File: src/fpe_map.svh
// Function
// - Self erase covers whole 1024-byte blocks only
// - Erase block chosen by pointer bits 21:10
// - Erase or program needs write enable set
// - Erase select bit 4, write enable bit 2
// - Key writes 55h then 0AAh unlock start
// - Write start after unlock with erase select begins block erase
// - CPU stalls during every long write
// - Internal timer or a reset abort ends the long write
// - Programming only in 64-byte blocks
// - Sixty-four byte holding registers hold program data
// - Table write loads holding register, no flash
// - Control write copies holding registers into flash
// - Holding registers keep contents after programming
// - Larger erases never from on-chip code
// - Post-increment read loads latch, bumps pointer
// - Flash targeted only with memory select, no config
// - Write start settable only, hardware clears it
// - Holding index from low pointer bits
// - Reset during write sets write error flag
`ifndef FPE_MAP_SVH
`define FPE_MAP_SVH
`define FPE_OFS_CTRL 8'h00
`define FPE_OFS_KEY 8'h04
`define FPE_OFS_LATCH 8'h08
`define FPE_OFS_PTR 8'h0c
`define FPE_OFS_TOP 8'h10
`define FPE_OFS_STAT 8'h14
`define FPE_BIT_PGM 7
`define FPE_BIT_CFG 6
`define FPE_BIT_ERASE 4
`define FPE_BIT_WERR 3
`define FPE_BIT_WRITE_ENABLE_BIT 2
`define FPE_BIT_WR 1
`define FPE_BIT_TOP_WR 2
`define FPE_KEY_FIRST 8'h55
`define FPE_KEY_SECOND 8'haa
`define FPE_RST_HOLD 8'hff
`define FPE_RST_LATCH 8'h00
`define FPE_HOLD_DEPTH 64
`define FPE_TIW_US 1000
`define FPE_CLK_MHZ 25
`define FPE_TIW_CYC (`FPE_TIW_US * `FPE_CLK_MHZ)
`endif

File: src/fpe_pkg.sv
package fpe_pkg;
  typedef enum logic [1:0] {
    FPE_IDLE = 2'b00,
    FPE_COPY = 2'b01,
    FPE_WAIT = 2'b11,
    FPE_ERASE = 2'b10
  } fpe_state_e;
  typedef enum logic [1:0] {
    FPE_KEY_NONE = 2'b00,
    FPE_KEY_HALF = 2'b01,
    FPE_KEY_OPEN = 2'b11
  } fpe_key_e;
  typedef enum logic [1:0] {
    FPE_TM_KEEP = 2'b00,
    FPE_TM_POSTINC = 2'b01,
    FPE_TM_POSTDEC = 2'b10,
    FPE_TM_PREINC = 2'b11
  } fpe_tmode_e;
endpackage

File: src/fpe_timer.sv
`timescale 1ns/10ps
`default_nettype none
module fpe_timer #(
  parameter int CNT_W = 16
) (
  // Clock and reset.
  input wire logic pclk,
  input wire logic presetn,
  // Control.
  input wire logic start,
  input wire logic stop,
  input wire logic [CNT_W-1:0] load,
  // Status.
  output logic running,
  output logic done
);
  logic [CNT_W-1:0] cnt_ff;
  logic run_ff;

  initial begin
    if (CNT_W < 8 || CNT_W > 24) begin
      $error("fpe_timer: CNT_W out of range");
    end
  end

  always_ff @(posedge pclk or negedge presetn) begin
    if (!presetn) begin
      cnt_ff <= '0;
      run_ff <= 1'b0;
    end else if (stop) begin
      run_ff <= 1'b0;
    end else if (start) begin
      cnt_ff <= load;
      run_ff <= 1'b1;
    end else if (run_ff) begin
      cnt_ff <= cnt_ff - 1'b1;
      run_ff <= (cnt_ff != {{(CNT_W-1){1'b0}}, 1'b1});
    end
  end

  assign running = run_ff;
  assign done = run_ff && (cnt_ff == {{(CNT_W-1){1'b0}}, 1'b1});
endmodule // fpe_timer
`default_nettype wire

File: src/fpe_ctrl.sv
`timescale 1ns/10ps
`default_nettype none
`include "fpe_map.svh"
module fpe_ctrl #(
  parameter int LONG_WRITE_CYCLES = `FPE_TIW_CYC,
  parameter int PTR_W = 22
) (
  // Clock and reset.
  input wire logic pclk,
  input wire logic presetn,
  // APB slave.
  input wire logic psel,
  input wire logic penable,
  input wire logic pwrite,
  input wire logic [7:0] paddr,
  input wire logic [31:0] pwdata,
  output logic pready,
  output logic [31:0] prdata,
  output logic pslverr,
  // Reset-abort request from the reset controller, asynchronous.
  input wire logic write_abort,
  // Flash array read port; data must stand in the cycle the read enable is high.
  output logic flash_rd_en,
  output logic [PTR_W-1:0] flash_rd_addr,
  input wire logic [7:0] flash_rd_data,
  // Flash array erase and byte program strobes.
  output logic flash_erase_strobe,
  output logic [11:0] flash_erase_block,
  output logic flash_wr_strobe,
  output logic [PTR_W-1:0] flash_wr_addr,
  output logic [7:0] flash_wr_data,
  // Core stall.
  output logic cpu_stall
);
  localparam int DEPTH = `FPE_HOLD_DEPTH;

  initial begin
    if (PTR_W != 22 || LONG_WRITE_CYCLES <= DEPTH || LONG_WRITE_CYCLES > 65535) begin
      $error("fpe_ctrl: unsupported parameter value");
    end
  end

  fpe_pkg::fpe_state_e state_ff;
  fpe_pkg::fpe_key_e key_ff;
  logic pgm_sel_ff, cfg_sel_ff, erase_sel_ff, write_enable_bit_ff, wr_ff, werr_ff;
  logic [7:0] latch_ff;
  logic [PTR_W-1:0] ptr_ff;
  logic [7:0] hold_mem [0:DEPTH-1];
  logic [5:0] copy_idx_ff;
  logic rd_pend_ff;
  logic [31:0] prdata_ff;
  logic ab1_ff, ab2_ff, ab3_ff, ab_lvl_ff;
  logic tmr_run, tmr_done;

  // APB decode.
  logic acc, wr_acc, hit, abort_evt, start_ok, tw_go, tr_go;
  logic [7:0] nxt_prdata_b;
  logic [PTR_W-1:0] eff_ptr, nxt_ptr;
  fpe_pkg::fpe_tmode_e tmode;

  assign cpu_stall = (state_ff != fpe_pkg::FPE_IDLE);
  assign pready = !cpu_stall && !rd_pend_ff;
  assign acc = psel && penable && pready;
  assign wr_acc = acc && pwrite;
  assign hit = (paddr == `FPE_OFS_CTRL) || (paddr == `FPE_OFS_KEY) ||
               (paddr == `FPE_OFS_LATCH) || (paddr == `FPE_OFS_PTR) ||
               (paddr == `FPE_OFS_TOP) || (paddr == `FPE_OFS_STAT);
  assign pslverr = psel && penable && pready && !hit;
  assign prdata = prdata_ff;

  // A start is taken only from the access right after a complete key.
  assign start_ok = wr_acc && (paddr == `FPE_OFS_CTRL) && pwdata[`FPE_BIT_WR] &&
                    (key_ff == fpe_pkg::FPE_KEY_OPEN) &&
                    pwdata[`FPE_BIT_WRITE_ENABLE_BIT] &&
                    pwdata[`FPE_BIT_PGM] && !pwdata[`FPE_BIT_CFG];

  assign tmode = fpe_pkg::fpe_tmode_e'(pwdata[1:0]);
  assign tw_go = wr_acc && (paddr == `FPE_OFS_TOP) && pwdata[`FPE_BIT_TOP_WR];
  assign tr_go = wr_acc && (paddr == `FPE_OFS_TOP) && !pwdata[`FPE_BIT_TOP_WR];

  // Pointer steps touch only the low 21 bits; bit 21 selects config space.
  always_comb begin
    eff_ptr = ptr_ff;
    nxt_ptr = ptr_ff;
    case (tmode)
      fpe_pkg::FPE_TM_POSTINC: begin
        nxt_ptr = {ptr_ff[21], ptr_ff[20:0] + 21'h000001};
      end
      fpe_pkg::FPE_TM_POSTDEC: begin
        nxt_ptr = {ptr_ff[21], ptr_ff[20:0] - 21'h000001};
      end
      fpe_pkg::FPE_TM_PREINC: begin
        eff_ptr = {ptr_ff[21], ptr_ff[20:0] + 21'h000001};
        nxt_ptr = eff_ptr;
      end
      default: begin
        nxt_ptr = ptr_ff;
      end
    endcase
  end

  // Reset-abort input passes three flops; a change counts when two agree.
  always_ff @(posedge pclk or negedge presetn) begin
    if (!presetn) begin
      ab1_ff <= 1'b0;
      ab2_ff <= 1'b0;
      ab3_ff <= 1'b0;
      ab_lvl_ff <= 1'b0;
    end else begin
      ab1_ff <= write_abort;
      ab2_ff <= ab1_ff;
      ab3_ff <= ab2_ff;
      if (ab2_ff == ab3_ff) begin
        ab_lvl_ff <= ab3_ff;
      end
    end
  end
  assign abort_evt = (ab2_ff == ab3_ff) && ab3_ff && !ab_lvl_ff;

  // Unlock tracking: any other completed access cancels a partial key.
  always_ff @(posedge pclk or negedge presetn) begin
    if (!presetn) begin
      key_ff <= fpe_pkg::FPE_KEY_NONE;
    end else if (acc) begin
      if (wr_acc && paddr == `FPE_OFS_KEY && pwdata[7:0] == `FPE_KEY_FIRST) begin
        key_ff <= fpe_pkg::FPE_KEY_HALF;
      end else if (wr_acc && paddr == `FPE_OFS_KEY && pwdata[7:0] == `FPE_KEY_SECOND &&
                   key_ff == fpe_pkg::FPE_KEY_HALF) begin
        key_ff <= fpe_pkg::FPE_KEY_OPEN;
      end else begin
        key_ff <= fpe_pkg::FPE_KEY_NONE;
      end
    end
  end

  // Control bits.
  always_ff @(posedge pclk or negedge presetn) begin
    if (!presetn) begin
      pgm_sel_ff <= 1'b0;
      cfg_sel_ff <= 1'b0;
      erase_sel_ff <= 1'b0;
      write_enable_bit_ff <= 1'b0;
    end else if (wr_acc && paddr == `FPE_OFS_CTRL) begin
      pgm_sel_ff <= pwdata[`FPE_BIT_PGM];
      cfg_sel_ff <= pwdata[`FPE_BIT_CFG];
      erase_sel_ff <= pwdata[`FPE_BIT_ERASE];
      write_enable_bit_ff <= pwdata[`FPE_BIT_WRITE_ENABLE_BIT];
    end
  end

  // Write start: software can only set it, the cycle end clears it.
  always_ff @(posedge pclk or negedge presetn) begin
    if (!presetn) begin
      wr_ff <= 1'b0;
    end else if (start_ok && !abort_evt) begin
      // An abort in the start cycle squashes the start, so no busy bit is stranded.
      wr_ff <= 1'b1;
    end else if (tmr_done || abort_evt) begin
      wr_ff <= 1'b0;
    end
  end

  // Error flag: survives until power-on reset or a software write of zero.
  always_ff @(posedge pclk or negedge presetn) begin
    if (!presetn) begin
      werr_ff <= 1'b0;
    end else if (abort_evt && cpu_stall) begin
      werr_ff <= 1'b1;
    end else if (wr_acc && paddr == `FPE_OFS_CTRL && !pwdata[`FPE_BIT_WERR]) begin
      werr_ff <= 1'b0;
    end
  end

  // Long write sequencing.
  always_ff @(posedge pclk or negedge presetn) begin
    if (!presetn) begin
      state_ff <= fpe_pkg::FPE_IDLE;
      copy_idx_ff <= 6'h00;
    end else if (abort_evt) begin
      state_ff <= fpe_pkg::FPE_IDLE;
    end else begin
      case (state_ff)
        fpe_pkg::FPE_IDLE: begin
          copy_idx_ff <= 6'h00;
          if (start_ok && pwdata[`FPE_BIT_ERASE]) begin
            state_ff <= fpe_pkg::FPE_ERASE;
          end else if (start_ok) begin
            state_ff <= fpe_pkg::FPE_COPY;
          end
        end
        fpe_pkg::FPE_COPY: begin
          copy_idx_ff <= copy_idx_ff + 6'h01;
          if (copy_idx_ff == 6'h3f) begin
            state_ff <= fpe_pkg::FPE_WAIT;
          end
        end
        fpe_pkg::FPE_WAIT, fpe_pkg::FPE_ERASE: begin
          if (tmr_done) begin
            state_ff <= fpe_pkg::FPE_IDLE;
          end
        end
        default: begin
          state_ff <= fpe_pkg::FPE_IDLE;
        end
      endcase
    end
  end

  fpe_timer #(
    .CNT_W(16)
  ) u_timer (
    .pclk(pclk),
    .presetn(presetn),
    .start(start_ok),
    .stop(abort_evt),
    .load(16'(LONG_WRITE_CYCLES)),
    .running(tmr_run),
    .done(tmr_done)
  );

  // Flash strobes. Only one block erase exists; no wider erase is reachable.
  always_ff @(posedge pclk or negedge presetn) begin
    if (!presetn) begin
      flash_erase_strobe <= 1'b0;
      flash_erase_block <= 12'h000;
      flash_wr_strobe <= 1'b0;
      flash_wr_addr <= '0;
      flash_wr_data <= 8'h00;
    end else begin
      flash_erase_strobe <= start_ok && pwdata[`FPE_BIT_ERASE] && !abort_evt;
      if (start_ok) begin
        flash_erase_block <= ptr_ff[21:10];
      end
      flash_wr_strobe <= (state_ff == fpe_pkg::FPE_COPY) && !abort_evt;
      flash_wr_addr <= {ptr_ff[21:6], copy_idx_ff};
      flash_wr_data <= hold_mem[copy_idx_ff];
    end
  end

  // Holding registers are never cleared by a program cycle.
  always_ff @(posedge pclk or negedge presetn) begin
    if (!presetn) begin
      for (int i = 0; i < DEPTH; i++) begin
        hold_mem[i] <= `FPE_RST_HOLD;
      end
    end else if (tw_go) begin
      hold_mem[eff_ptr[5:0]] <= latch_ff;
    end
  end

  // Table pointer, latch and the two-cycle table read.
  always_ff @(posedge pclk or negedge presetn) begin
    if (!presetn) begin
      ptr_ff <= '0;
      latch_ff <= `FPE_RST_LATCH;
      rd_pend_ff <= 1'b0;
      flash_rd_en <= 1'b0;
      flash_rd_addr <= '0;
    end else begin
      flash_rd_en <= tr_go;
      rd_pend_ff <= tr_go;
      if (tr_go) begin
        flash_rd_addr <= eff_ptr;
      end
      if (rd_pend_ff) begin
        latch_ff <= flash_rd_data;
      end else if (wr_acc && paddr == `FPE_OFS_LATCH) begin
        latch_ff <= pwdata[7:0];
      end
      if (tr_go || tw_go) begin
        ptr_ff <= nxt_ptr;
      end else if (wr_acc && paddr == `FPE_OFS_PTR) begin
        ptr_ff <= pwdata[PTR_W-1:0];
      end
    end
  end

  // Read data is registered one cycle ahead of the access phase.
  always_comb begin
    nxt_prdata_b = 8'h00;
    case (paddr)
      `FPE_OFS_CTRL: begin
        nxt_prdata_b = {pgm_sel_ff, cfg_sel_ff, 1'b0, erase_sel_ff, werr_ff, write_enable_bit_ff,
                        wr_ff, 1'b0};
      end
      `FPE_OFS_LATCH: begin
        // A read set up right behind a table read must see the byte now arriving.
        nxt_prdata_b = rd_pend_ff ? flash_rd_data : latch_ff;
      end
      `FPE_OFS_STAT: begin
        nxt_prdata_b = {3'h0, tmr_run, key_ff, state_ff};
      end
      default: begin
        nxt_prdata_b = 8'h00;
      end
    endcase
  end

  always_ff @(posedge pclk or negedge presetn) begin
    if (!presetn) begin
      prdata_ff <= 32'h00000000;
    end else if (psel && paddr == `FPE_OFS_PTR) begin
      prdata_ff <= {10'h000, ptr_ff};
    end else if (psel) begin
      prdata_ff <= {24'h000000, nxt_prdata_b};
    end
  end
endmodule // fpe_ctrl
`default_nettype wire

File: config.mk
export PLATFORM = sky130hd
export DESIGN_NAME = fpe_ctrl
export DESIGN_NICKNAME = d
export VERILOG_FILES = /design/src/fpe_pkg.sv /design/src/fpe_timer.sv /design/src/fpe_ctrl.sv
export VERILOG_INCLUDE_DIRS = /design/src
export SDC_FILE = /design/constraint.sdc
export NUM_CORES = 1
export LEC_CHECK = 0
export BUFFER_PORTS_ARGS = -buffer_cell sky130_fd_sc_hd__buf_2
export CAP_MARGIN = 0
export CELL_PAD_IN_SITES_DETAIL_PLACEMENT = 1
export CELL_PAD_IN_SITES_GLOBAL_PLACEMENT = 1
export CORE_MARGIN = 3
export CORE_UTILIZATION = 55
export DETAILED_ROUTE_END_ITERATION = 12
export GPL_TIMING_DRIVEN = 0
export PLACE_DENSITY_LB_ADDON = 0.1
export SETUP_SLACK_MARGIN = 0.3
export SLEW_MARGIN = 20
export SYNTH_ARGS = -nofsm -noshare
export SYNTH_HDL_FRONTEND = slang
export SYNTH_SLANG_ARGS = --single-unit
File: constraint.sdc
create_clock -name pclk -period 5.5 [get_ports pclk]
set_input_delay 0 -clock pclk [delete_from_list [all_inputs] [get_ports pclk]]
set_output_delay 0 -clock pclk [all_outputs]
set_load 0.1 [all_outputs]
==> out/results.tsv <==
stage	metric	value	unit
floorplan	die_y	247	um
worst_hold_path	hold_path.startpoint	pwdata[2]	
logic_synthesis	ys_types	75	
global_route	grt_max_degree	113	
logic_synthesis	yosys.area.top_type	dfstp_2	
outcome	outcome	complete, no violations	
floorplan	io_pins	156	
worst_hold_path	min_path_type	in2reg	
worst_setup_path	r2r-end	flash_wr_data[3]$_DFF_PN0_	
placed_design	post-place-ws	1.21	ns
clock_network	post-cts-setup-buffer-count	0	
worst_setup_path	critPathRequiredTime	5.96	ns
timing	worst_pin_slew	1.24	ns
logic_synthesis	yosys_register_bits	668	
power	leakage	15.1	nW
power	clockPowerShare	47.1	%
worst_setup_path	worstPathMaxFanout	10	
placed_design	hpwlAfterDp	74400	um
finish	fillers	5445	
timing	setup_viol	0	
global_route	grt_first_pass_wirelength	160000	um
logic_synthesis	synth_cells	2372	
run	maxCapViolations	0	
power	pwr-share-comb	4.8	%
worst_hold_path	min_path_cells	2	
worst_setup_path	reg2reg_depth	10	
worst_setup_path	r2r-start	copy_idx_ff[0]$_DFFE_PN0P_	
timing	post-route-min-period	4.38	ns
route	ant_nets	0	
worst_hold_path	whs_endpoint	write_enable_bit_ff$_DFFE_PN0N_	
logic_synthesis	synth_top_area_share	42.2	%
worst_setup_path	endpoint_kind	flip-flop	
finish	diodes	0	
timing	fin_ws	1.12	ns
route	initialDrtViolationCount	1825	
placed_design	numPortBuffers	131	
timing	maxSlewHeadroom	17.1	%
route	wl_per_cell	30.9	um
worst_setup_path	cp.arrival	4.84	ns
timing	min_period_over_period	79.6	%
clock_network	cts_buffers	73	
power	intPower	0.00795	W
clock_network	cts_sinks	668	
logic_synthesis	ys_top_cells_by_area	dfstp_2 (42%), mux2_2 (18%), dfrtp_1 (12%)	
logic_synthesis	synth-edff-count	0	
floorplan	row_count	87	
floorplan	die_x	247	um
floorplan	start_util	56.0	%
worst_setup_path	timing.setup.critical_path_class	reg2reg	
global_route	track_usage	35.6	%
logic_synthesis	synthFlopType	dfstp_2	
timing	fin_skew	0.0300	ns
logic_synthesis	synth_warnings	0	
finish	drive_gt1_share	55.7	%
finish	layout.nets	2704	
logic_synthesis	async_flop_share	100	%
floorplan	coreArea	0.0569	mm2
power	p_sw	0.00247	W
logic_synthesis	avgSynthCellArea	13.4	um2
clock_network	h-tree-depth	3	
clock_network	clock_path_buffers	3	
timing	fmax	228	MHz
finish	final_area	0.0366	mm2
route	dr.pass1.iters	5	
route	routed_wl	107000	um
route	vias	22500	
clock_network	root_buffer	clkbuf_16	
timing	hold_viol_final	0	
route	drc	0	
clock_network	clk_latency	0.64	ns
power	power.share.switching	23.7	%
placed_design	place_congestion	0.904	
worst_setup_path	r2r_slack	1.12	ns
clock_network	clk_pin_slew	0.06	ns
placed_design	placed_area	0.0338	mm2
logic_synthesis	ys_seq_area_share	54.4	%
timing	slew_violations	0	
timing	holdWs	0.0334	ns
power	p_per_area	284	mW/mm2
clock_network	cts_tree	yes	
timing	rsz0062_at_grt	false	
route	vias_per_cell	6.51	
finish	area_growth	14.8	%
power	power_frac_seq	48.1	%
global_route	antenna_found_initial	1	
global_route	grt_pass1_vias	24500	
floorplan	die-area	0.0609	mm2
global_route	overflow	0	
logic_synthesis	syn-cell-area	0.0319	mm2
worst_setup_path	worstSetupStartpointType	flip-flop	
power	ir_drop	268	uV
cells in the final DEF (no fill, tap or decap), types with 16 or more instances in the layout:
master,n
a21oi_1,69
buf_2,161
clkbuf_1,147
clkbuf_16,74
clkbuf_8,16
dfrtp_1,156
dfstp_2,512
dlygate4sd3_1,42
inv_1,24
mux2_1,22
mux2_2,506
mux2i_1,86
mux4_2,96
nand2_1,143
nand2_2,40
nand3_1,38
nor2_1,75
nor2b_1,25
nor3_1,27
o21ai_0,65
o21ai_2,17
o22ai_1,42
xnor2_1,22
through the flow:
stage | total power [W] | cells | util, % | TNS (ns)
after floorplan | 0.00532 | 2381 | - | 0
after global placement | 0.00551 | 3268 | 58.9 | -3513.56
after detailed placement | 0.00555 | 3281 | 59.4 | 0
after CTS | 0.0105 | 3454 | 64.3 | 0
after global routing | 0.0107 | 3456 | 64.3 | 0
final | 0.0104 | 3456 | 64.3 | 0
worst max-delay path, stage by stage (launching register included):
cell	delay (ns)
dfrtp_1	0.45
buf_2	0.39
buf_2	0.58
buf_2	0.58
buf_2	0.60
mux2i_1	0.27
nor2_1	0.08
a211oi_1	0.26
o21ai_0	0.23
a21oi_1	0.57
a211oi_1	0.13
final cells by class:
class	instances	area (um2)	share of cell area, %
inverter	25	93.8	0.256
buffer	181	771	2.10
tap	756	946	2.58
sequential	668	17400	47.4
clock buffer	111	2150	5.87
multi-input combinational	1507	13700	37.5
clock inverter	20	223	0.608
timing repair buffer	188	1360	3.70
how the worst max path moves through the flow:
stage,to,depth (start not counted),start
after global routing,flash_wr_data[4]$_DFF_PN0_,10,copy_idx_ff[0]$_DFFE_PN0P_
after detailed placement,flash_wr_data[4]$_DFF_PN0_,10,copy_idx_ff[0]$_DFFE_PN0P_
after floorplan,pslverr,4,rd_pend_ff$_DFF_PN0_
final,flash_wr_data[3]$_DFF_PN0_,10,copy_idx_ff[0]$_DFFE_PN0P_
after global placement,u_timer.cnt_ff[8]$_DFFE_PN0P_,1,presetn
after CTS,flash_wr_data[4]$_DFF_PN0_,10,copy_idx_ff[0]$_DFFE_PN0P_
registers in the layout, summed over array words and instances (netlist names), 6 cells and up:
| register | count |
|---|---|
| flash_wr_addr | 22 |
| flash_rd_addr | 22 |
| prdata | 22 |
| flash_wr_data | 8 |
| hold_mem | 512 |
| flash_erase_block | 12 |
| copy_idx_ff | 6 |
| ptr_ff | 22 |
| latch_ff | 8 |
| u_timer.cnt_ff | 16 |
Yosys cell counts (9+ instances only):
cell	n
or4_1	9
nand2_1	143
mux2_1	22
xor2_1	14
buf_1	14
nand4_1	11
mux2_2	506
buf_2	27
nor2b_1	25
o221ai_1	10
and3_1	10
nor3_1	27
o22ai_1	42
o21ai_2	16
nor2_1	75
buf_4	14
mux2i_1	86
xnor2_1	23
inv_1	24
a22oi_1	9
a211oi_1	13
o21ai_0	65
and2_1	10
mux4_2	96
nand2b_1	10
nand3_1	38
dfstp_2	512
nand2_2	40
a21oi_1	69
a211o_1	12
dfrtp_1	156
a31o_2	12
nor4_1	10
clkbuf_1	126
routing by layer:
metal | vias up | routed length (um) | global-route usage, % | share of wire [%]
li1 | 9202 | - | - | -
met1 | 12100 | 43100 | 46.4 | 40
met2 | 909 | 50700 | 57.6 | 47
met3 | 311 | 7050 | 6.82 | 6.6
met4 | 2 | 5960 | 17.2 | 5.6
met5 | - | 7 | 0 | 0.0066
power groups by stage:
| stage | clock (W) | combinational [W] | sequential, W |
|---|---|---|---|
| 3_3_place_gp | 0 | 0.000438 | 0.00507 |
| 5_1_grt | 0.00517 | 0.000539 | 0.00501 |
| 4_1_cts | 0.00497 | 0.000496 | 0.00501 |
| 3_5_place_dp | 0 | 0.000471 | 0.00508 |
| 2_1_floorplan | 0 | 0.000201 | 0.00512 |
| 6_report | 0.00491 | 0.000497 | 0.00501 |
cells by family (layout without fill, tap and decap cells):
| logic type | count (synthesis) | after routing | synth area share [%] |
|---|---|---|---|
| compound gates | 299 | 299 | 6.15 |
| xor+xnor | 37 | 37 | 1.02 |
| fa+ha+maj | 6 | 6 | 0.235 |
| buf+inv | 206 | 525 | 2.70 |
| flops | 668 | 668 | 54.4 |
| mux | 710 | 710 | 28.1 |
| other cells | 1 | 10 | 0.0118 |
| simple gates | 445 | 445 | 7.35 |
what timing repair did:
action | 4_1_cts | 5_1_grt
resized for setup | 0 | 0
hold endpoints to repair | 137 | 0
hold buffers | 42 | 0
(Power assumes the default switching activity.)
